<file path="src/core/dma_ctl_pkg.sv">
// Shared constants for the DMA control and status logic.
package dma_ctl_pkg;

  // ****************************************************************
  // Sizes
  // ****************************************************************
  localparam int NUM_CH = 3; // Number of DMA channels.
  localparam int NUM_SRC = 8; // Number of transfer sources.
  localparam int ADDR_W = 12; // AXI byte address width decoded by the slave.

  // ****************************************************************
  // Register indices and byte addresses (byte address is four times the index)
  // ****************************************************************
  localparam logic [7:0] IDX_CTRL = 8'h4C;
  localparam logic [7:0] IDX_STATUS = 8'h4D;
  localparam logic [7:0] IDX_SOFT = 8'h4E;
  localparam logic [ADDR_W-1:0] ADDR_CTRL = {2'h0, IDX_CTRL, 2'h0};
  localparam logic [ADDR_W-1:0] ADDR_STATUS = {2'h0, IDX_STATUS, 2'h0};
  localparam logic [ADDR_W-1:0] ADDR_SOFT = {2'h0, IDX_SOFT, 2'h0};

  // ****************************************************************
  // Reset values
  // ****************************************************************
  localparam logic [7:0] CTRL_RST = 8'h00;
  localparam logic [7:0] STATUS_RST = 8'h00;
  localparam logic [7:0] SOFT_RST = 8'h00;

  // ****************************************************************
  // Field positions
  // ****************************************************************
  localparam int BW_HI_POS = 7; // Bandwidth select, upper bit.
  localparam int BW_LO_POS = 6; // Bandwidth select, lower bit.
  localparam int RUN_POS0 = 1; // Run bit of channel 0; channel n sits 2n above.
  localparam int IRQEN_POS0 = 0; // Interrupt enable of channel 0; channel n sits 2n above.
  localparam int CH_STRIDE = 2; // Distance between fields of adjacent channels.
  localparam int PRIO_POS = 7; // Interrupt priority select.
  localparam int LOOP_POS0 = 4; // Loop enable of channel 0; channel n sits n above.
  localparam int WAITEN_POS = 3; // Wait operation enable.
  localparam int DONE_POS0 = 0; // Done flag of channel 0; channel n sits n above.

  // ****************************************************************
  // Bandwidth codes and CPU cycles granted after each DMA unit
  // ****************************************************************
  localparam logic [1:0] BW_25 = 2'h0;
  localparam logic [1:0] BW_50 = 2'h1;
  localparam logic [1:0] BW_67 = 2'h2;
  localparam logic [1:0] BW_100 = 2'h3;
  localparam logic [3:0] GAP_25 = 4'h6;
  localparam logic [3:0] GAP_50 = 4'h2;
  localparam logic [3:0] GAP_67 = 4'h1;
  localparam logic [3:0] GAP_100 = 4'h0;
  localparam logic [3:0] MIN_CPU_GAP = 4'h1; // Forced CPU cycles at a block end.

  // ****************************************************************
  // Transfer unit lengths in bus cycles and bytes
  // ****************************************************************
  localparam logic [3:0] BYTE_CYC = 4'h2;
  localparam logic [3:0] WORD_CYC = 4'h4;
  localparam logic [7:0] BYTE_LEN = 8'h01;
  localparam logic [7:0] WORD_LEN = 8'h02;

  // ****************************************************************
  // AXI responses
  // ****************************************************************
  localparam logic [1:0] RESP_OKAY = 2'h0;
  localparam logic [1:0] RESP_SLVERR = 2'h2;

endpackage : dma_ctl_pkg

</file>
<file path="src/core/done_flag_if.sv">
// Signals between the control logic and the done flag bank.
interface done_flag_if #(
  parameter int N = 3
);
  logic [N-1:0] set; // One-cycle completion events.
  logic rd_arm; // Status register read accepted.
  logic wr; // Status register write accepted.
  logic [N-1:0] wdata; // Written flag values.
  logic [N-1:0] flag; // Current flag values.

  modport bank (input set, input rd_arm, input wr, input wdata, output flag);
  modport ctl (output set, output rd_arm, output wr, output wdata, input flag);
endinterface : done_flag_if

</file>
<file path="src/core/dma_control_status_logic.sv">
// DMA control and status logic: registers, bandwidth sharing, arbitration.
// How it works
// - Bandwidth select gives DMA 2/8, 2/4, 2/3, all.
// - CPU cycle between blocks of pending channels.
// - Run bits gate channel transfers; reset clears.
// - One channel moves a unit at a time.
// - Interrupt enables gate done interrupts; reset clears.
// - Priority one: interrupt waits for transfer end.
// - Priority zero: interrupt after unit, clears runs.
// - Added latency at most two/four cycles.
// - Ranking is fixed, channel 0 first, whatever the priority bit.
// - Loop block end: flag, clear count, restart.
// - Non-loop block end: flag, clear count, stop.
// - CPU cycle before each new loop.
// - Wait enable keeps transfers in wait.
// - Suspended transfer resumes only with priority one.
// - Done flag sets at completion, drives interrupt.
// - Done flag clears by read then zero write.
// - Eight software bits act as service requests.
// - Software bit n serves source code n.
// - Software bit reads one while transfer active.
module dma_control_status_logic (
  // Clock and reset.
  input wire logic clock,
  input wire logic rstn,
  // AXI4-Lite write address and data.
  input wire logic [dma_ctl_pkg::ADDR_W-1:0] awaddr,
  input wire logic awvalid,
  output logic awready,
  input wire logic [31:0] wdata,
  input wire logic [3:0] wstrb,
  input wire logic wvalid,
  output logic wready,
  // AXI4-Lite write response.
  output logic [1:0] bresp,
  output logic bvalid,
  input wire logic bready,
  // AXI4-Lite read.
  input wire logic [dma_ctl_pkg::ADDR_W-1:0] araddr,
  input wire logic arvalid,
  output logic arready,
  output logic [31:0] rdata,
  output logic [1:0] rresp,
  output logic rvalid,
  input wire logic rready,
  // Peripheral service requests, from outside this clock domain.
  input wire logic [dma_ctl_pkg::NUM_SRC-1:0] periph_req,
  // Channel datapath.
  input wire logic [dma_ctl_pkg::NUM_CH-1:0][2:0] transfer_source_select,
  input wire logic [dma_ctl_pkg::NUM_CH-1:0] chan_word_mode,
  input wire logic [dma_ctl_pkg::NUM_CH-1:0][7:0] chan_byte_count,
  input wire logic [dma_ctl_pkg::NUM_CH-1:0][7:0] chan_block_length,
  output logic [dma_ctl_pkg::NUM_CH-1:0] chan_active,
  output logic [dma_ctl_pkg::NUM_CH-1:0] chan_step,
  output logic [dma_ctl_pkg::NUM_CH-1:0] chan_count_clear,
  output logic dma_bus_own,
  // CPU side.
  input wire logic cpu_irq_req,
  input wire logic cpu_wait,
  output logic cpu_irq_ack,
  output logic dma_irq
);

  localparam int NC = dma_ctl_pkg::NUM_CH;
  localparam int NS = dma_ctl_pkg::NUM_SRC;

  typedef enum logic [1:0] {ST_IDLE, ST_MOVE, ST_GAP} seq_e;

  // ****************************************************************
  // Declarations
  // ****************************************************************
  logic [7:0] ctrl_r; // Channel enable and bandwidth register.
  logic [7:0] stat_r; // Priority, loop and wait enable bits; done bits come from the bank.
  logic [7:0] soft_r; // Software request bits.
  logic aw_full_r; // Write address captured.
  logic w_full_r; // Write data captured.
  logic [dma_ctl_pkg::ADDR_W-1:0] waddr_r; // Captured write address.
  logic [7:0] wbyte_r; // Captured low data byte.
  logic wstrb0_r; // Captured strobe of the low byte lane.
  logic bvalid_r; // Write response pending.
  logic [1:0] bresp_r; // Write response code.
  logic rvalid_r; // Read data pending.
  logic [31:0] rdata_r; // Read data.
  logic [1:0] rresp_r; // Read response code.
  logic [NS-1:0] sync1_r; // First synchroniser stage.
  logic [NS-1:0] sync2_r; // Second synchroniser stage.
  logic [NS-1:0] sync3_r; // Third synchroniser stage.
  logic [NS-1:0] periph_r; // Filtered peripheral requests.
  seq_e state_r; // Sequencer state.
  logic [3:0] cyc_r; // Cycles left in the current unit or gap.
  logic [NC-1:0] active_r; // One-hot channel owning the bus.
  logic [NC-1:0] step_r; // Unit moved, count advances.
  logic [NC-1:0] clear_r; // Block length reached, count clears.
  logic ack_r; // Interrupt recognised.
  logic wait_d_r; // Wait input one cycle ago.
  logic susp_r; // A pending transfer was held off by wait mode.
  logic fire_w; // Write address and data both held.
  logic [NC-1:0] run; // Run bits.
  logic [NC-1:0] irq_en; // Interrupt enables.
  logic [NC-1:0] loop_en; // Loop enables.
  logic prio; // Interrupt priority select.
  logic wait_en; // Wait operation enable.
  logic [NS-1:0] req_all; // Hardware and software service requests.
  logic [NC-1:0] pending; // Enabled channels with a live request.
  logic [NC-1:0] pick; // Winner of the channel ranking.
  logic hold; // New units are held off.
  logic may_start; // The sequencer is at a point where a unit may begin.
  logic unit_end; // Last cycle of a unit.
  logic blk_end; // The unit ending now reaches the block length.
  logic [3:0] gap; // CPU cycles after the unit ending now.
  logic recog; // Interrupt may be recognised now.
  logic [NC-1:0] hw_run_clr; // Run bits cleared by hardware this cycle.
  logic [NS-1:0] soft_clr; // Software bits cleared by hardware this cycle.
  logic [NC-1:0] done_set; // Completion events for the flag bank.

  done_flag_if #(.N(NC)) dif ();

  // ****************************************************************
  // Register fields
  // ****************************************************************
  // Unpack per-channel fields from the packed registers.
  always_comb begin
    for (int c = 0; c < NC; c++) begin
      run[c] = ctrl_r[dma_ctl_pkg::RUN_POS0 + dma_ctl_pkg::CH_STRIDE * c];
      irq_en[c] = ctrl_r[dma_ctl_pkg::IRQEN_POS0 + dma_ctl_pkg::CH_STRIDE * c];
      loop_en[c] = stat_r[dma_ctl_pkg::LOOP_POS0 + c];
    end
  end
  assign prio = stat_r[dma_ctl_pkg::PRIO_POS];
  assign wait_en = stat_r[dma_ctl_pkg::WAITEN_POS];

  // ****************************************************************
  // AXI4-Lite handshakes
  // ****************************************************************
  // Address and data are taken in either order; no new one until the response is taken.
  assign awready = !aw_full_r && !bvalid_r;
  assign wready = !w_full_r && !bvalid_r;
  assign fire_w = aw_full_r && w_full_r;
  assign bvalid = bvalid_r;
  assign bresp = bresp_r;
  assign arready = !rvalid_r;
  assign rvalid = rvalid_r;
  assign rdata = rdata_r;
  assign rresp = rresp_r;

  // Capture of write address and data.
  always_ff @(posedge clock) begin
    if (!rstn) begin
      aw_full_r <= 1'b0;
      w_full_r <= 1'b0;
      waddr_r <= '0;
      wbyte_r <= 8'h00;
      wstrb0_r <= 1'b0;
    end else begin
      if (awvalid && awready) begin
        aw_full_r <= 1'b1;
        waddr_r <= awaddr;
      end else if (fire_w) begin
        aw_full_r <= 1'b0;
      end
      if (wvalid && wready) begin
        w_full_r <= 1'b1;
        wbyte_r <= wdata[7:0];
        wstrb0_r <= wstrb[0];
      end else if (fire_w) begin
        w_full_r <= 1'b0;
      end
    end
  end

  // Write response; unmapped addresses answer with a slave error.
  always_ff @(posedge clock) begin
    if (!rstn) begin
      bvalid_r <= 1'b0;
      bresp_r <= dma_ctl_pkg::RESP_OKAY;
    end else if (fire_w) begin
      bvalid_r <= 1'b1;
      if (waddr_r == dma_ctl_pkg::ADDR_CTRL || waddr_r == dma_ctl_pkg::ADDR_STATUS ||
          waddr_r == dma_ctl_pkg::ADDR_SOFT) begin
        bresp_r <= dma_ctl_pkg::RESP_OKAY;
      end else begin
        bresp_r <= dma_ctl_pkg::RESP_SLVERR;
      end
    end else if (bready) begin
      bvalid_r <= 1'b0;
    end
  end

  // Read data; the upper 24 bits read as zero, unmapped reads return zero and an error.
  always_ff @(posedge clock) begin
    if (!rstn) begin
      rvalid_r <= 1'b0;
      rdata_r <= 32'h0000_0000;
      rresp_r <= dma_ctl_pkg::RESP_OKAY;
    end else if (arvalid && arready) begin
      rvalid_r <= 1'b1;
      rresp_r <= dma_ctl_pkg::RESP_OKAY;
      unique case (araddr)
        dma_ctl_pkg::ADDR_CTRL: rdata_r <= {24'h00_0000, ctrl_r};
        dma_ctl_pkg::ADDR_STATUS: rdata_r <= {24'h00_0000, stat_r[7:NC], dif.flag};
        dma_ctl_pkg::ADDR_SOFT: rdata_r <= {24'h00_0000, soft_r};
        default: begin
          rdata_r <= 32'h0000_0000;
          rresp_r <= dma_ctl_pkg::RESP_SLVERR;
        end
      endcase
    end else if (rready) begin
      rvalid_r <= 1'b0;
    end
  end

  // ****************************************************************
  // Registers written by software
  // ****************************************************************
  // A software write to the control register wins over a hardware run clear in the
  // same cycle, so a re-enable is never lost.
  always_ff @(posedge clock) begin
    if (!rstn) begin
      ctrl_r <= dma_ctl_pkg::CTRL_RST;
    end else if (fire_w && wstrb0_r && waddr_r == dma_ctl_pkg::ADDR_CTRL) begin
      ctrl_r <= wbyte_r;
    end else begin
      for (int c = 0; c < NC; c++) begin
        if (hw_run_clr[c]) begin
          ctrl_r[dma_ctl_pkg::RUN_POS0 + dma_ctl_pkg::CH_STRIDE * c] <= 1'b0;
        end
      end
    end
  end

  // Priority, loop and wait bits; the done bits live in the flag bank.
  always_ff @(posedge clock) begin
    if (!rstn) begin
      stat_r <= dma_ctl_pkg::STATUS_RST;
    end else if (fire_w && wstrb0_r && waddr_r == dma_ctl_pkg::ADDR_STATUS) begin
      stat_r <= {wbyte_r[7:NC], {NC{1'b0}}};
    end
  end

  // Software requests; a non-loop block end drops its bit unless software sets it again.
  always_ff @(posedge clock) begin
    if (!rstn) begin
      soft_r <= dma_ctl_pkg::SOFT_RST;
    end else if (fire_w && wstrb0_r && waddr_r == dma_ctl_pkg::ADDR_SOFT) begin
      soft_r <= wbyte_r;
    end else begin
      soft_r <= soft_r & ~soft_clr;
    end
  end

  // ****************************************************************
  // Done flags
  // ****************************************************************
  assign dif.set = done_set;
  assign dif.rd_arm = arvalid && arready && araddr == dma_ctl_pkg::ADDR_STATUS;
  assign dif.wr = fire_w && wstrb0_r && waddr_r == dma_ctl_pkg::ADDR_STATUS;
  assign dif.wdata = wbyte_r[NC-1:0];
  assign dma_irq = |(dif.flag & irq_en);

  done_flag_bank #(.N(NC)) u_flags (
    .clock(clock),
    .rstn(rstn),
    .dif(dif)
  );

  // ****************************************************************
  // Service request synchroniser
  // ****************************************************************
  // Three stages; a change is accepted only once the last two stages agree.
  always_ff @(posedge clock) begin
    if (!rstn) begin
      sync1_r <= '0;
      sync2_r <= '0;
      sync3_r <= '0;
      periph_r <= '0;
    end else begin
      sync1_r <= periph_req;
      sync2_r <= sync1_r;
      sync3_r <= sync2_r;
      for (int s = 0; s < NS; s++) begin
        if (sync2_r[s] == sync3_r[s]) begin
          periph_r[s] <= sync3_r[s];
        end
      end
    end
  end

  // ****************************************************************
  // Arbitration
  // ****************************************************************
  // Software bit n stands in for source code n.
  assign req_all = periph_r | soft_r;

  // Pending channels and a fixed ranking with channel 0 first.
  always_comb begin
    pick = '0;
    for (int c = 0; c < NC; c++) begin
      pending[c] = run[c] && req_all[transfer_source_select[c]];
    end
    for (int c = NC - 1; c >= 0; c--) begin
      if (pending[c]) begin
        pick = NC'(1) << c;
      end
    end
  end

  // With priority zero a waiting CPU interrupt outranks every channel.
  assign hold = (cpu_wait && !wait_en) || ((cpu_irq_req || susp_r) && !prio);
  assign unit_end = state_r == ST_MOVE && cyc_r == 4'h0;
  assign may_start = state_r == ST_IDLE || (state_r == ST_GAP && cyc_r == 4'h0) ||
                     (unit_end && gap == 4'h0);

  // Block end check and CPU share after the unit ending now.
  always_comb begin
    blk_end = 1'b0;
    for (int c = 0; c < NC; c++) begin
      if (active_r[c]) begin
        blk_end = 8'(chan_byte_count[c] + (chan_word_mode[c] ? dma_ctl_pkg::WORD_LEN :
                  dma_ctl_pkg::BYTE_LEN)) == chan_block_length[c];
      end
    end
    unique case (ctrl_r[dma_ctl_pkg::BW_HI_POS:dma_ctl_pkg::BW_LO_POS])
      dma_ctl_pkg::BW_25: gap = dma_ctl_pkg::GAP_25;
      dma_ctl_pkg::BW_50: gap = dma_ctl_pkg::GAP_50;
      dma_ctl_pkg::BW_67: gap = dma_ctl_pkg::GAP_67;
      dma_ctl_pkg::BW_100: gap = dma_ctl_pkg::GAP_100;
    endcase
    if (blk_end && gap < dma_ctl_pkg::MIN_CPU_GAP) begin
      gap = dma_ctl_pkg::MIN_CPU_GAP;
    end
  end

  // ****************************************************************
  // Transfer sequencer
  // ****************************************************************
  // A byte holds the bus for two cycles, a word for four; the bus is never split
  // inside a unit, which bounds the extra interrupt latency.
  always_ff @(posedge clock) begin
    if (!rstn) begin
      state_r <= ST_IDLE;
      cyc_r <= 4'h0;
      active_r <= '0;
    end else if (may_start && |pending && !hold) begin
      state_r <= ST_MOVE;
      active_r <= pick;
      cyc_r <= 4'h0;
      for (int c = 0; c < NC; c++) begin
        if (pick[c]) begin
          cyc_r <= (chan_word_mode[c] ? dma_ctl_pkg::WORD_CYC : dma_ctl_pkg::BYTE_CYC) - 4'h1;
        end
      end
    end else if (unit_end) begin
      active_r <= '0;
      if (gap == 4'h0) begin
        state_r <= ST_IDLE;
      end else begin
        state_r <= ST_GAP;
        cyc_r <= gap - 4'h1;
      end
    end else if (state_r == ST_GAP && cyc_r == 4'h0) begin
      state_r <= ST_IDLE;
    end else if (state_r != ST_IDLE) begin
      cyc_r <= cyc_r - 4'h1;
    end
  end

  // Datapath strobes, one cycle after the last bus cycle of a unit.
  always_ff @(posedge clock) begin
    if (!rstn) begin
      step_r <= '0;
      clear_r <= '0;
    end else begin
      step_r <= unit_end ? active_r : '0;
      clear_r <= (unit_end && blk_end) ? active_r : '0;
    end
  end

  assign chan_active = active_r;
  assign chan_step = step_r;
  assign chan_count_clear = clear_r;
  assign dma_bus_own = state_r == ST_MOVE;

  // Completion events and the run and software bits they stop.
  always_comb begin
    done_set = '0;
    hw_run_clr = '0;
    soft_clr = '0;
    for (int c = 0; c < NC; c++) begin
      if (unit_end && blk_end && active_r[c]) begin
        done_set[c] = 1'b1;
        if (!loop_en[c]) begin
          hw_run_clr[c] = 1'b1;
          soft_clr[transfer_source_select[c]] = 1'b1;
        end
      end
      if ((ack_r && !prio) || (wait_d_r && !cpu_wait && susp_r && !prio)) begin
        hw_run_clr[c] = hw_run_clr[c] | pending[c];
      end
    end
  end

  // ****************************************************************
  // CPU interrupt recognition
  // ****************************************************************
  // Priority zero waits only for the unit on the bus; priority one waits until no
  // channel has anything left to move.
  assign recog = prio ? (state_r != ST_MOVE && !(|pending)) : (state_r != ST_MOVE);
  assign cpu_irq_ack = ack_r;

  // The acknowledge is a single pulse; the CPU drops its request after it.
  always_ff @(posedge clock) begin
    if (!rstn) begin
      ack_r <= 1'b0;
    end else begin
      ack_r <= cpu_irq_req && recog && !ack_r;
    end
  end

  // ****************************************************************
  // Wait mode tracking
  // ****************************************************************
  // Remember that a transfer was held off so its fate is settled when wait ends.
  always_ff @(posedge clock) begin
    if (!rstn) begin
      wait_d_r <= 1'b0;
      susp_r <= 1'b0;
    end else begin
      wait_d_r <= cpu_wait;
      if (cpu_wait && !wait_en && |pending) begin
        susp_r <= 1'b1;
      end else if (!cpu_wait) begin
        susp_r <= 1'b0;
      end
    end
  end

endmodule : dma_control_status_logic

</file>
<file path="src/core/done_flag_bank.sv">
// Sticky completion flags with a read-then-write-zero clear.
module done_flag_bank #(
  parameter int N = 3
) (
  // Clock and reset.
  input wire logic clock,
  input wire logic rstn,
  // Flag traffic.
  done_flag_if.bank dif
);

  logic [N-1:0] flag_r; // Flag state.
  logic [N-1:0] armed_r; // Flag was read while set, so a zero write may clear it.

  assign dif.flag = flag_r;

  // ****************************************************************
  // Flag state
  // ****************************************************************
  // A completion in the same cycle as a clearing write keeps the flag set.
  always_ff @(posedge clock) begin
    if (!rstn) begin
      flag_r <= '0;
    end else begin
      for (int i = 0; i < N; i++) begin
        if (dif.set[i]) begin
          flag_r[i] <= 1'b1;
        end else if (dif.wr && !dif.wdata[i] && armed_r[i]) begin
          flag_r[i] <= 1'b0;
        end
      end
    end
  end

  // ****************************************************************
  // Arming by a read
  // ****************************************************************
  // Any status register write ends the read-then-write pair, whatever it wrote.
  always_ff @(posedge clock) begin
    if (!rstn) begin
      armed_r <= '0;
    end else begin
      for (int i = 0; i < N; i++) begin
        if (dif.rd_arm && flag_r[i]) begin
          armed_r[i] <= 1'b1;
        end else if (dif.wr) begin
          armed_r[i] <= 1'b0;
        end
      end
    end
  end

endmodule : done_flag_bank

</file>
<file path="config.mk">
export PLATFORM = sky130hd
export DESIGN_NAME = dma_control_status_logic
export DESIGN_NICKNAME = d
export VERILOG_FILES = /design/src/core/dma_ctl_pkg.sv /design/src/core/done_flag_if.sv /design/src/core/dma_control_status_logic.sv /design/src/core/done_flag_bank.sv
export SDC_FILE = /design/constraint.sdc
export NUM_CORES = 1
export LEC_CHECK = 0
export BUFFER_PORTS_ARGS = -buffer_cell sky130_fd_sc_hd__buf_2
export CAP_MARGIN = 20
export CORE_MARGIN = 5
export CORE_UTILIZATION = 45
export DETAILED_ROUTE_END_ITERATION = 6
export PLACE_DENSITY = 0.71
export SLEW_MARGIN = 10
export SYNTH_ARGS = -nofsm -noshare
export SYNTH_HDL_FRONTEND = slang
export SYNTH_HIERARCHICAL = 1
export SYNTH_SLANG_ARGS = --single-unit
</file>
<file path="constraint.sdc">
create_clock -name clock -period 4.8 [get_ports clock]
set_input_delay 0.72 -clock clock [delete_from_list [all_inputs] [get_ports clock]]
set_output_delay 0.72 -clock clock [all_outputs]
set_load 0.01 [all_outputs]
</file>
==> reports/results.tsv <==
metric	value	unit
track_usage	18.72	%
synth_warnings	6	
synthTopCellsByArea	dfxtp_1 36%, nand2_1 7.1%, a21boi_0 3.5%	
worstReg2RegEnd	cyc_r[2]	
synth-main-ff-cell	dfxtp_1	
path_class	in2reg	
grt_max_degree	57	
critPathRequiredTime	5.04	ns
switchingPower	496.1	uW
ios	190	
postCtsResizedCells	0	
clk_path_buf_depth	2	
finalSetupViolCount	0	
via_per_inst	5.271	
routedWlPerCell	14.84	um
comb_power_share	12.1	%
power_frac_seq	50.0	%
dr.pass1.iters	4	
first_iter_violations	378	
ys_ff_latch	112	
synth_edf_count	0	
r2r-start	chan_active[1]	
cp_data_arrival_time	4.03	ns
max_freq	0.2635	GHz
avgSynthCellArea	8.415	sq um
fin_crit	3.796	ns
p_per_area	270.4	nW/um^2
tns	0	ns
rows	42	
clkPwrFrac	37.8	%
cts_sinks	112	
p_total	1.938	mW
wl	15.36	mm
clk_latency	0.35	ns
finalMaxSlewViolations	0	
final_util	53.69	%
leakage	2.929	nW
layout_worst_path_cycle_share	79.08	%
grt_pass1_wl	25.04	mm
finalHoldViolCount	0	
ctsHtreeMaxLevel	3	
status	complete, no violations	
die-area	16210	sq um
sw_frac_of_total	25.59	%
ant_nets	0	
initial_core_util	46.40	%
diodes	0	
worst_r2r_path_depth	14	
grt_pass1_vias	5150	
place_hpwl	11.78	mm
root_buffer	clkbuf_16	
syn_to_final_growth	15.72	%
worst_slew_pin_slew	0.7947	ns
synth_top_cell_by_area	dfxtp_1	
cts_setup_buffers	0	
hp-start	sync1_r[6]	
chipWidth	127.3	um
peakVddDrop	172.2	uV
cts_buffers	9	
grt.overflow.total	0	
fp.dieH	127.3	um
synthCells	736	
skew	0.006467	ns
intPower	1.442	mW
whs_endpoint	sync2_r[6]	
yosysSeqAreaShare	36.20	%
holdCritPathClass	reg2reg	
maxCapViolCount	0	
final_layout_size_suffix_gt1_share	22.12	%
core	13350	sq um
cts.clk_slew.worst_paths	0.07	ns
vias	5456	
final_nets	1001	
synthArstFlopShare	0	%
rsz0062_at_grt	false	
timing.max_slew.rel_slack	46.79	%
port_buffers	136	
min_path_cells	1	
rrSetupSlack	1.79	ns
synth_top_area_share	36.20	%
drc	0	
post_synth_num_cell_types	75	
critPathMaxFanout	4	
critPathLaunchType	input pin	
holdBufCountCts	0	
cp-end-kind	flip-flop	
cts_tree	yes	
antenna_found_initial	0	
gp_congestion	0.9201	
syn_area	6193	sq um
==> cells in the final DEF (no fill, tap or decap), drive strengths merged, types with 5 or more instances in the layout <==
cell	synthesis	routed
nor2b	22	22
ha	7	7
inv	16	19
or3	6	6
xnor2	17	17
xor2	10	10
o21a	5	5
mux2i	18	18
a22oi	11	11
a21boi	32	32
and2	35	35
nand2	117	117
conb	1	26
or2	11	11
nand4	8	8
and3	6	6
nand2b	14	14
buf	36	139
a21oi	31	31
nor2	40	40
o21ai	42	42
o41ai	5	5
nand3	12	12
clkbuf	21	11
nor3	14	14
dfxtp	112	112
nor4b	7	7
o31ai	6	6
nor4	12	12
==> sequential cells by signal, summed over array words and instances (netlist names), 4 cells and up <==
register and count:
rdata 8, periph_r 8, sync2_r 8, waddr_r 12
soft_r 8, stat_r 5, sync1_r 8, sync3_r 8
cyc_r 4, wbyte_r 8, ctrl_r 8
==> area by class of cell <==
class | count | area (sq um)
sequential | 112 | 2242
timing repair buffer | 139 | 703.2
inverter | 16 | 60.06
clock inverter | 5 | 36.28
clock buffer | 11 | 252.7
tap | 176 | 220.2
fill | 1315 | 6181
multi-input combinational | 576 | 3652
==> Yosys cell counts, drive strengths merged (3+ instances only) <==
| cell | n |
|---|---|
| a21boi | 32 |
| and4bb | 3 |
| nand4b | 3 |
| nand3 | 12 |
| nand2 | 117 |
| o41ai | 5 |
| nor3b | 3 |
| buf | 36 |
| xor2 | 10 |
| nor4 | 12 |
| mux4 | 4 |
| fa | 3 |
| nand4 | 8 |
| mux2i | 18 |
| or3 | 6 |
| o21a | 5 |
| o31ai | 6 |
| and2 | 35 |
| o21ai | 42 |
| nor2b | 22 |
| nor3 | 14 |
| inv | 16 |
| nor4bb | 4 |
| a21oi | 31 |
| dfxtp | 112 |
| xnor2 | 17 |
| nor4b | 7 |
| mux2 | 3 |
| nor2 | 40 |
| o211ai | 4 |
| or2 | 11 |
| a211oi | 3 |
| ha | 7 |
| and3 | 6 |
| clkbuf | 21 |
| a31oi | 4 |
| a22oi | 11 |
| nand2b | 14 |
==> critical path, cell delays in order <==
cell and delay, ns:
buf_2 0.13, inv_1 0.05, ha_1 0.21, fa_1 0.45
xor2_1 0.17, or3_1 0.29, or3_1 0.34, a2111oi_2 0.24
and3_1 0.27, nor3_4 0.06, a21boi_0 0.24, nor2_1 0.07
ha_1 0.20, inv_1 0.07, nor3_1 0.05, o21ai_0 0.17
mux2i_1 0.09, a41o_1 0.21
==> worst max-delay path by stage <==
stage                 startpoint       end  slack (ns)  depth (start not counted)
5_1_grt        chan_word_mode[1]  cyc_r[2]        0.72                         18
6_report       chan_word_mode[1]  cyc_r[2]        1.00                         18
3_3_place_gp   chan_word_mode[1]  cyc_r[2]        0.68                         18
3_5_place_dp   chan_word_mode[1]  cyc_r[2]        0.65                         18
2_1_floorplan  chan_word_mode[2]  cyc_r[2]        0.85                         20
4_1_cts        chan_word_mode[1]  cyc_r[2]        1.00                         18
==> layer usage <==
layer | track usage, % | part of all wire [%] | vias to the layer above
met5 | 0 | 0 | -
met4 | 4.858 | 1.3 | 0
met3 | 4.591 | 5.8 | 19
met2 | 29.95 | 47 | 146
met1 | 25.36 | 45 | 2515
li1 | - | - | 2776
==> power groups by stage <==
stage,clock network (mW),registers (mW),logic (mW)
after global placement,0,0.991,0.233
after floorplan,0,0.987,0.162
after global routing,0.789,0.973,0.267
after detailed placement,0,0.992,0.235
final,0.733,0.970,0.235
after CTS,0.750,0.970,0.237
==> stage by stage <==
stage / setup WS, ns / hold WS, ns / cells / area (sq um)
after global placement: 0.6768 / 0.4160 / 1019 / 6878
final: 1.004 / 0.4381 / 1035 / 7167
after detailed placement: 0.6524 / 0.4222 / 1019 / 6878
after global routing: 0.7237 / 0.4485 / 1035 / 7167
after CTS: 1.005 / 0.4444 / 1035 / 7167
after floorplan: 0.8529 / 0.4119 / 761 / 6287
==> cell families after synthesis <==
kind of cell    after synthesis  synth area share, %
simple gates                323                28.00
compound gates              165                18.18
flops                       112                36.20
buf+inv                      73                6.445
xor+xnor                     27                3.818
mux                          25                4.909
fa+ha+maj                    10                2.384
other cells                   1              0.06055
(Power assumes the default switching activity.)
